## src/hdl/fbd_pkg.sv

```systemverilog
package fbd_pkg;
	// control word field positions
	localparam int CW_PTR_LO    = 0;
	localparam int CW_PTR_W     = 16;
	localparam int CW_TGT_LO    = 16;
	localparam int CW_TGT_W     = 2;
	localparam int CW_CHAIN     = 18;
	localparam int CW_PACE      = 19;
	localparam int CW_INT       = 20;
	localparam int CW_SIZE_LO   = 21;
	localparam int CW_2D        = 23;
	localparam int CW_URGENT    = 24;
	localparam int CW_KIND_LO   = 25;
	// endpoint kinds
	localparam logic [1:0] KIND_INTERNAL = 2'h0;
	localparam logic [1:0] KIND_EXTMEM   = 2'h1;
	localparam logic [1:0] KIND_FLYBY    = 2'h2;
	// item sizes
	localparam logic [1:0] SIZE_WORD  = 2'h1;
	localparam logic [1:0] SIZE_DWORD = 2'h2;
	localparam logic [1:0] SIZE_QUAD  = 2'h3;
	// count and modify word halves
	localparam int CM_CNT_LO = 16;
	localparam int CM_MOD_LO = 0;
	// reset values
	localparam logic [31:0] RST_WORD = 32'h0000_0000;
	// channel that flyby chaining reloads
	localparam logic [1:0] FLYBY_CHAN = 2'h0;
	// transfer direction: 0 = device to memory, 1 = memory to device
	localparam logic DIR_IN  = 1'b0;
	localparam logic DIR_OUT = 1'b1;
	// engine states, gray coded along load, run, step, done
	typedef enum logic [1:0] {
		ST_IDLE = 2'b00,
		ST_RUN  = 2'b01,
		ST_STEP = 2'b11,
		ST_DONE = 2'b10
	} fbd_state_t;
endpackage

```

## src/hdl/fbd_channel.sv

```systemverilog
`timescale 1ns/1ps
// Behaviour
// - device-to-memory flyby makes no internal memory access
// - memory-to-device flyby makes no internal access; queue data ignored
// - urgent flag in memory block marks bus transactions urgent
// - two-dimensional mode uses y word beside the x word
// - x word gives word count and address step
// - y word used only in two-dimensional mode, else ignored
// - completion interrupt raised after the whole block moves
// - receiver interrupt bit irrelevant when transmitter has it set
// - per-request mode moves one item per request
// - receiver per-request bit irrelevant when transmitter has it set
// - receiver chain enable irrelevant when transmitter chains
// - inbound memory block uses x count only, ignores step
// - chain pointer used only when chaining, locates next block
// - external or flyby transactions go through outbound queue
module fbd_channel (
	input  wire logic        REF_CLK,      // 250 MHz clock
	input  wire logic        RESET,        // sync reset, high
	input  wire logic        START,        // pulse: load blocks and run
	input  wire logic        DIR,          // fbd_pkg::DIR_IN or DIR_OUT
	input  wire logic [31:0] TX_INDEX,     // transmitter index_address
	input  wire logic [31:0] TX_XCM,       // transmitter x_count_modify
	input  wire logic [31:0] TX_YCM,       // transmitter y_count_modify
	input  wire logic [31:0] TX_CW,        // transmitter control_word
	input  wire logic [31:0] RX_INDEX,     // receiver index_address
	input  wire logic [31:0] RX_XCM,       // receiver x_count_modify
	input  wire logic [31:0] RX_YCM,       // receiver y_count_modify
	input  wire logic [31:0] RX_CW,        // receiver control_word
	input  wire logic        DMA_REQUEST_N,// request pin, async
	input  wire logic        CHAIN_ACK,    // chain fetch done
	input  wire logic [31:0] CHAIN_XCM,    // fetched memory x word
	input  wire logic [31:0] CHAIN_YCM,    // fetched memory y word
	input  wire logic [31:0] CHAIN_INDEX,  // fetched memory index
	input  wire logic [31:0] CHAIN_CW,     // fetched control word
	input  wire logic        OQ_READY,     // outbound queue accepts
	output logic             OQ_VALID,     // outbound queue transaction
	output logic      [31:0] OQ_ADDR,      // external memory address
	output logic             OQ_WRITE,     // 1 = memory write
	output logic             OQ_URGENT,    // urgent access
	output logic       [1:0] OQ_SIZE,      // item_size
	output logic             INT_MEM_REQ,  // internal memory access
	output logic             CHAIN_REQ,    // fetch next block
	output logic      [15:0] CHAIN_PTR,    // chain_pointer to fetch
	output logic       [1:0] CHAIN_TGT,    // chain_target channel
	output logic             BUSY,         // transfer active
	output logic             DONE_IRQ      // one-cycle completion pulse
);
	import fbd_pkg::*;

	typedef struct packed {
		logic [1:0]  sync;
		logic        req_d;
		logic        pend;
		fbd_state_t  st;
		logic [31:0] addr;
		logic [31:0] row;
		logic [15:0] xcnt;
		logic [15:0] xstep;
		logic [15:0] xleft;
		logic [15:0] yleft;
		logic [15:0] ystep;
		logic        two_d;
		logic        urgent;
		logic [1:0]  size;
		logic        irq_en;
		logic        per_req;
		logic        chain;
		logic [15:0] ptr;
		logic [1:0]  tgt;
		logic        dir;
		logic        chreq;
		logic        irq;
	} fbd_regs_t;

	fbd_regs_t s_r;
	fbd_regs_t s_nxt;

	// field extraction shared by both control words
	function automatic logic cw_bit(input logic [31:0] cw, input int p);
		cw_bit = cw[p];
	endfunction
	function automatic logic [15:0] cm_cnt(input logic [31:0] cm);
		cm_cnt = cm[CM_CNT_LO +: 16];
	endfunction
	function automatic logic [15:0] cm_mod(input logic [31:0] cm);
		cm_mod = cm[CM_MOD_LO +: 16];
	endfunction

	logic [31:0] mem_x;
	logic [31:0] mem_y;
	logic [31:0] mem_cw;
	logic [31:0] mem_ix;
	logic [31:0] dev_cw;
	logic        req_edge;
	logic        may_go;
	logic        item_go;
	logic        last_x;
	logic        last_y;

	// memory block is the receiver inbound, the transmitter outbound
	assign mem_x  = (DIR == DIR_IN) ? RX_XCM : TX_XCM;
	assign mem_y  = (DIR == DIR_IN) ? RX_YCM : TX_YCM;
	assign mem_cw = (DIR == DIR_IN) ? RX_CW : TX_CW;
	assign mem_ix = (DIR == DIR_IN) ? RX_INDEX : TX_INDEX;
	assign dev_cw = (DIR == DIR_IN) ? TX_CW : RX_CW;

	assign req_edge = s_r.req_d & ~s_r.sync[1];
	// one item per request when paced
	assign may_go  = ~s_r.per_req | s_r.pend;
	assign item_go = (s_r.st == ST_RUN) & may_go & OQ_READY;
	assign last_x  = (s_r.xleft == 16'h0001);
	assign last_y  = ~s_r.two_d | (s_r.yleft <= 16'h0001);

	// all transactions leave through the outbound queue
	assign OQ_VALID  = (s_r.st == ST_RUN) & may_go;
	assign OQ_ADDR   = s_r.addr;
	assign OQ_WRITE  = (s_r.dir == DIR_IN);
	// urgent marking from memory block flag
	assign OQ_URGENT = s_r.urgent;
	assign OQ_SIZE   = s_r.size;
	// no internal memory access in either flyby direction
	assign INT_MEM_REQ = 1'b0;
	assign CHAIN_REQ = s_r.chreq;
	assign CHAIN_PTR = s_r.ptr;
	assign CHAIN_TGT = s_r.tgt;
	assign BUSY      = (s_r.st != ST_IDLE);
	assign DONE_IRQ  = s_r.irq;

	// next-state logic for the whole channel
	always_comb begin
		s_nxt      = s_r;
		s_nxt.sync = {s_r.sync[0], DMA_REQUEST_N};
		s_nxt.req_d = s_r.sync[1];
		s_nxt.irq  = 1'b0;
		if (req_edge) begin
			s_nxt.pend = 1'b1;
		end
		case (s_r.st)
			ST_IDLE: begin
				if (START) begin
					s_nxt.dir    = DIR;
					s_nxt.addr   = mem_ix;
					s_nxt.row    = mem_ix;
					// count and step from x word
					s_nxt.xcnt   = cm_cnt(mem_x);
					s_nxt.xleft  = cm_cnt(mem_x);
					// inbound memory block ignores its step
					s_nxt.xstep  = (DIR == DIR_IN) ? 16'h0001 :
						cm_mod(mem_x);
					// y word only in two-dim mode
					s_nxt.two_d  = cw_bit(mem_cw, CW_2D);
					s_nxt.yleft  = cw_bit(mem_cw, CW_2D) ?
						cm_cnt(mem_y) : 16'h0000;
					s_nxt.ystep  = cw_bit(mem_cw, CW_2D) ?
						cm_mod(mem_y) : 16'h0000;
					s_nxt.urgent = cw_bit(mem_cw, CW_URGENT);
					s_nxt.size   = TX_CW[CW_SIZE_LO +: 2];
					s_nxt.irq_en  = cw_bit(TX_CW, CW_INT) |
						cw_bit(RX_CW, CW_INT);
					s_nxt.per_req = cw_bit(TX_CW, CW_PACE) |
						cw_bit(RX_CW, CW_PACE);
					s_nxt.chain   = cw_bit(TX_CW, CW_CHAIN) |
						cw_bit(RX_CW, CW_CHAIN);
					s_nxt.ptr  = TX_CW[CW_PTR_LO +: CW_PTR_W];
					s_nxt.tgt  = TX_CW[CW_TGT_LO +: CW_TGT_W];
					s_nxt.pend = 1'b0;
					s_nxt.st   = (cm_cnt(mem_x) == 16'h0000) ?
						ST_DONE : ST_RUN;
				end
			end
			ST_RUN: begin
				if (item_go) begin
					// a request is spent per item
					s_nxt.pend = req_edge;
					s_nxt.st   = ST_STEP;
				end
			end
			ST_STEP: begin
				s_nxt.st = ST_RUN;
				if (last_x && last_y) begin
					s_nxt.st = ST_DONE;
				end else if (last_x) begin
					s_nxt.xleft = s_r.xcnt;
					s_nxt.yleft = s_r.yleft - 16'h0001;
					s_nxt.row   = s_r.row + {{16{s_r.ystep[15]}},
						s_r.ystep};
					s_nxt.addr  = s_r.row + {{16{s_r.ystep[15]}},
						s_r.ystep};
				end else begin
					s_nxt.xleft = s_r.xleft - 16'h0001;
					s_nxt.addr  = s_r.addr + {{16{s_r.xstep[15]}},
						s_r.xstep};
				end
			end
			ST_DONE: begin
				if (!s_r.chreq) begin
					s_nxt.irq = s_r.irq_en;
				end
				if (!s_r.chain) begin
					s_nxt.st = ST_IDLE;
				end else if (!s_r.chreq) begin
					s_nxt.chreq = 1'b1;
				end else if (CHAIN_ACK) begin
					s_nxt.chreq   = 1'b0;
					s_nxt.addr    = CHAIN_INDEX;
					s_nxt.row     = CHAIN_INDEX;
					s_nxt.xcnt    = cm_cnt(CHAIN_XCM);
					s_nxt.xleft   = cm_cnt(CHAIN_XCM);
					s_nxt.xstep   = (s_r.dir == DIR_IN) ? 16'h0001 :
						cm_mod(CHAIN_XCM);
					s_nxt.two_d   = cw_bit(CHAIN_CW, CW_2D);
					s_nxt.yleft   = cw_bit(CHAIN_CW, CW_2D) ?
						cm_cnt(CHAIN_YCM) : 16'h0000;
					s_nxt.ystep   = cw_bit(CHAIN_CW, CW_2D) ?
						cm_mod(CHAIN_YCM) : 16'h0000;
					s_nxt.urgent  = cw_bit(CHAIN_CW, CW_URGENT);
					s_nxt.irq_en  = cw_bit(CHAIN_CW, CW_INT);
					s_nxt.per_req = cw_bit(CHAIN_CW, CW_PACE);
					s_nxt.chain   = cw_bit(CHAIN_CW, CW_CHAIN);
					s_nxt.ptr     = CHAIN_CW[CW_PTR_LO +: CW_PTR_W];
					s_nxt.st      = (cm_cnt(CHAIN_XCM) == 16'h0000) ?
						ST_DONE : ST_RUN;
				end
			end
			default: begin
				s_nxt.st = ST_IDLE;
			end
		endcase
	end

	// state register
	always_ff @(posedge REF_CLK) begin
		if (RESET) begin
			s_r      <= '0;
			s_r.sync <= 2'h3;
			s_r.req_d <= 1'b1;
		end else begin
			s_r <= s_nxt;
		end
	end
endmodule

```

## config.mk

```make
export PLATFORM = sky130hd
export DESIGN_NAME = fbd_channel
export DESIGN_NICKNAME = d
export VERILOG_FILES = /design/src/hdl/fbd_pkg.sv /design/src/hdl/fbd_channel.sv
export SDC_FILE = /design/constraint.sdc
export NUM_CORES = 1
export LEC_CHECK = 0
export ABC_AREA = 1
export BUFFER_PORTS_ARGS = -buffer_cell sky130_fd_sc_hd__buf_2
export CORE_MARGIN = 1
export CORE_UTILIZATION = 43
export DETAILED_ROUTE_END_ITERATION = 7
export GPL_TIMING_DRIVEN = 1
export PLACE_DENSITY = 0.7
export SYNTH_ARGS = -nofsm -noshare
export SYNTH_HDL_FRONTEND = slang
export SYNTH_SLANG_ARGS = --single-unit
```

## constraint.sdc

```tcl
create_clock -name REF_CLK -period 5.8 [get_ports REF_CLK]
set_input_delay 0.87 -clock REF_CLK [delete_from_list [all_inputs] [get_ports REF_CLK]]
set_output_delay 0.87 -clock REF_CLK [all_outputs]
set_load 0.02 [all_outputs]
```

==> impl_results.md <==
* Outcome: finished, final reports clean
* Mapped cell area at about 0.015 mm^2
* Fmax at 238 MHz
* Fin crit period at 4200 ps
* Port buffer count at 387
* Synth cell types at 50
* Pleak at 8.41 nW
* Multi-input logic area at 0.00929 mm^2
* Adder-cell area share of the yosys netlist at 0.0596
* First-pass GRT wire length at 84,700 um
* Clock power share at 0.179
* RR Startpoint: s_r[173]
* Final setup fails at 0
* Mapped Cells at 2,402
* DRC at 0
* Seq pwr share at 0.293
* H-Tree Depth at 4
* Cts hold-fix bufs at 0
* Clk slew on worst S/H paths at 80 ps
* Synth Net Count at 2,861
* Routed Antenna Nets at 0
* Max cap viols at 0
* Crit Path Category: reg2reg
* RePlAce Congestion at between 0.9 and 1
* Layout fillers at 3,517
* Largest area contributor in the netlist: dfxtp_1
* DIE AREA at approximately 0.035 mm^2
* Hold_sp: s_nxt[177]
* Largest net degree at the start of global routing at 84
* Die width at 186 um
* CTS-repair resized insts at 0
* YS warnings at 0
* Worst hold-check path type: reg2reg
* Slew Viols, Final at 0
* Register area share after synthesis at 0.245
* Num Clock Sinks at 178
* Core area at 0.0329 mm^2
* Layout cells sized above 1 at 0.182
* Crit path top cell by count: inv_2
* Final Hold Fails at 0
* Gr ovfl total at 0
* Antenna violations before repair at 5
* Top_reg_cell synth: dfxtp_1
* Cell family with most CP delay: buffers and inverters
* Clock Skew at roughly 21 ps
* CP bufs+invs at 6
* Vias in the first global route at 16,086
* Synth Area in Simple Gates at 0.343
* HPWL after DPL at 43,500 um
* EDFF count, synth at 0
* Synth top area cells: dfxtp_1, nand2_1, o21ai_0
* Slew headroom at 0.308
* Share of async-settable or async-resettable flops after synthesis at 0
* Worst setup SP type: register
* CP Capture Type: register
* TritonRoute pass-1 iters at 6
* Nets at around 3,100
* Fin Setup TNS at 0 ps
* Internal at 3.34 mW
* RSZ-0062 raised after global routing: false
* Gate power share at 0.529
* Sw Pwr at 3.25 mW
* Clk Latency, worst-skew pair at 460 ps
* Num rows at 66
* TritonCTS Buffers at 17
* Vias post-DR at 17,256
* Tot Pwr at 6.59 mW
* DR vias/cell at 5.53
* Switching Share at 0.493
* Syn avg cell area at 6.04 um^2
* Pwr Density at 391 mW/mm^2
* Starting DRT DRC Count at around 1,400
* CTS tree: yes
* Compound-cell area share of the yosys netlist at 0.210
* Slew of the pin with the lowest slew margin at 1040 ps
* Post-synthesis mux area share at 0.00138
* Worst-path cell chain: inv_2 > nor2_4 > inv_2 > nor2_2 > inv_2 > nor2_1 > buf_4 > nor2_1 > clkinv_2 > buf_4 > o21ai_0 > a31oi_1
* Xor-xnor portion of the synthesized cell area at 0.0253
* Initial core utilization at 0.442
* Worst path required time at around 6000 ps
* Clock Path Buffers at 2
* GRT Util Overall at 0.320
* Area growth from synthesis to layout at 16.1%
* Critical path arrival at 4580 ps
* CP max FO at 79
* Yosys top cell area share at 0.245
* Worst path max stage delay at 750 ps
* Die Y at 186 um
* Largest family of logic cells by synthesized area: simple AND/OR/NAND/NOR gates
* Period utilisation layout at 0.725
* WL final at 55,900 um
* FF+latch count, synth at around 180
* Num ports at 450
* Slowest cell on crit path: dfxtp_1
* VDD IR max at 267 uV
* Wire per inst at 17.9 um
* Postcts setup bufs at 0
* Critical path origin: s_r[173]
* FF/Latch Area at 0.00356 mm^2
* Root buf cell: clkbuf_16
* Util after Layout at 0.513
==> cells by family after synthesis <==
group | Yosys count
adders and majority gates | 68
xor gates and xnor gates | 42
other | 1
and+or+nand+nor | 1181
AOI/OAI and AO/OA | 555
DFF | 178
buffers and inverters | 375
muxes | 2
==> synthesized netlist by cell type (9+ instances only) <==
library cell  number
xor2_1            22
a22oi_1           17
xnor2_1           20
o211ai_1           9
clkbuf_1          61
a21oi_1          190
o21ai_0          248
or2_1              9
inv_2             10
a211oi_1           9
or2_2             26
o2111ai_1         12
nor2_1           288
nand3b_1          12
a31oi_1           38
o21bai_1          13
inv_1            205
buf_4             55
nor4_1            14
nand4_1           16
nand2_1          599
ha_1              66
nand3_1          157
buf_2             35
nor3_1            36
dfxtp_1          178
==> layout make-up <==
cell class,instances,area share
Timing Repair Buffer,401,0.121
Tap cell,442,0.0328
Clock buffer,17,0.0252
Sequential cell,178,0.211
Antenna cell,3,0.000445
Clock inverter,15,0.00958
Multi-Input combinational cell,1849,0.551
Inverter,216,0.0483
==> metrics by stage <==
stage,cell area [um^2],hold WS [ps],worst slack [ps],std cells
final,16900,414,1600,3121
after global routing,16900,432,1310,3121
after CTS,16800,415,1650,3118
after detailed placement,16300,396,1690,3086
after global placement,16300,393,1760,3086
after floorplan,14500,389,3640,2402
==> state kept, by name (all words and copies together), names as in the netlist <==
register and flops:
s_r 121, OQ_ADDR 32, CHAIN_PTR 16, CHAIN_TGT 2
OQ_SIZE 2, s_nxt 2, CHAIN_REQ 1, DONE_IRQ 1
OQ_URGENT 1
==> final timing paths <==
path	end	slack, ps	cells past startpoint
worst max-delay path	s_r[98]	1600	12
worst min-delay path	s_nxt[175]	410	1
worst max register to register	s_r[98]	1600	12
worst min register to register	s_nxt[175]	410	1
==> cells in the final DEF, fill, tap and decap left out, types with 5 or more instances in the layout <==
master     count
nand2_1      599
buf_2        387
nor2_1       286
o21ai_0      248
inv_1        205
a21oi_1      190
dfxtp_1      178
nand3_1      157
ha_1          66
a31oi_1       38
nor3_1        36
or2_2         26
xor2_1        22
xnor2_1       20
a22oi_1       17
clkbuf_16     17
nand4_1       16
nor4_1        14
buf_4         14
o21bai_1      13
o2111ai_1     12
nand3b_1      12
inv_2          9
o211ai_1       9
or2_1          9
a211oi_1       9
nor2_2         7
a21o_1         5
or2_0          5
inv_6          5
==> power groups by stage <==
stage	clock network [mW]	registers, mW	logic, mW
detailed placement	0	1.94	3.43
floorplan	0	1.80	2.67
finish	1.18	1.93	3.48
CTS	1.19	1.92	3.45
global route	1.24	1.96	3.90
global placement	0	1.94	3.37
==> layer usage <==
metal | global-route usage | up-vias | wire (um)
met5 | 0 | - | 10
met3 | 0.0524 | 116 | 4190
met4 | 0.148 | 2 | 2340
met1 | 0.380 | 7891 | 22400
li1 | - | 8447 | -
met2 | 0.559 | 800 | 27000
Note: power is estimated with default switching activity, not from simulation.
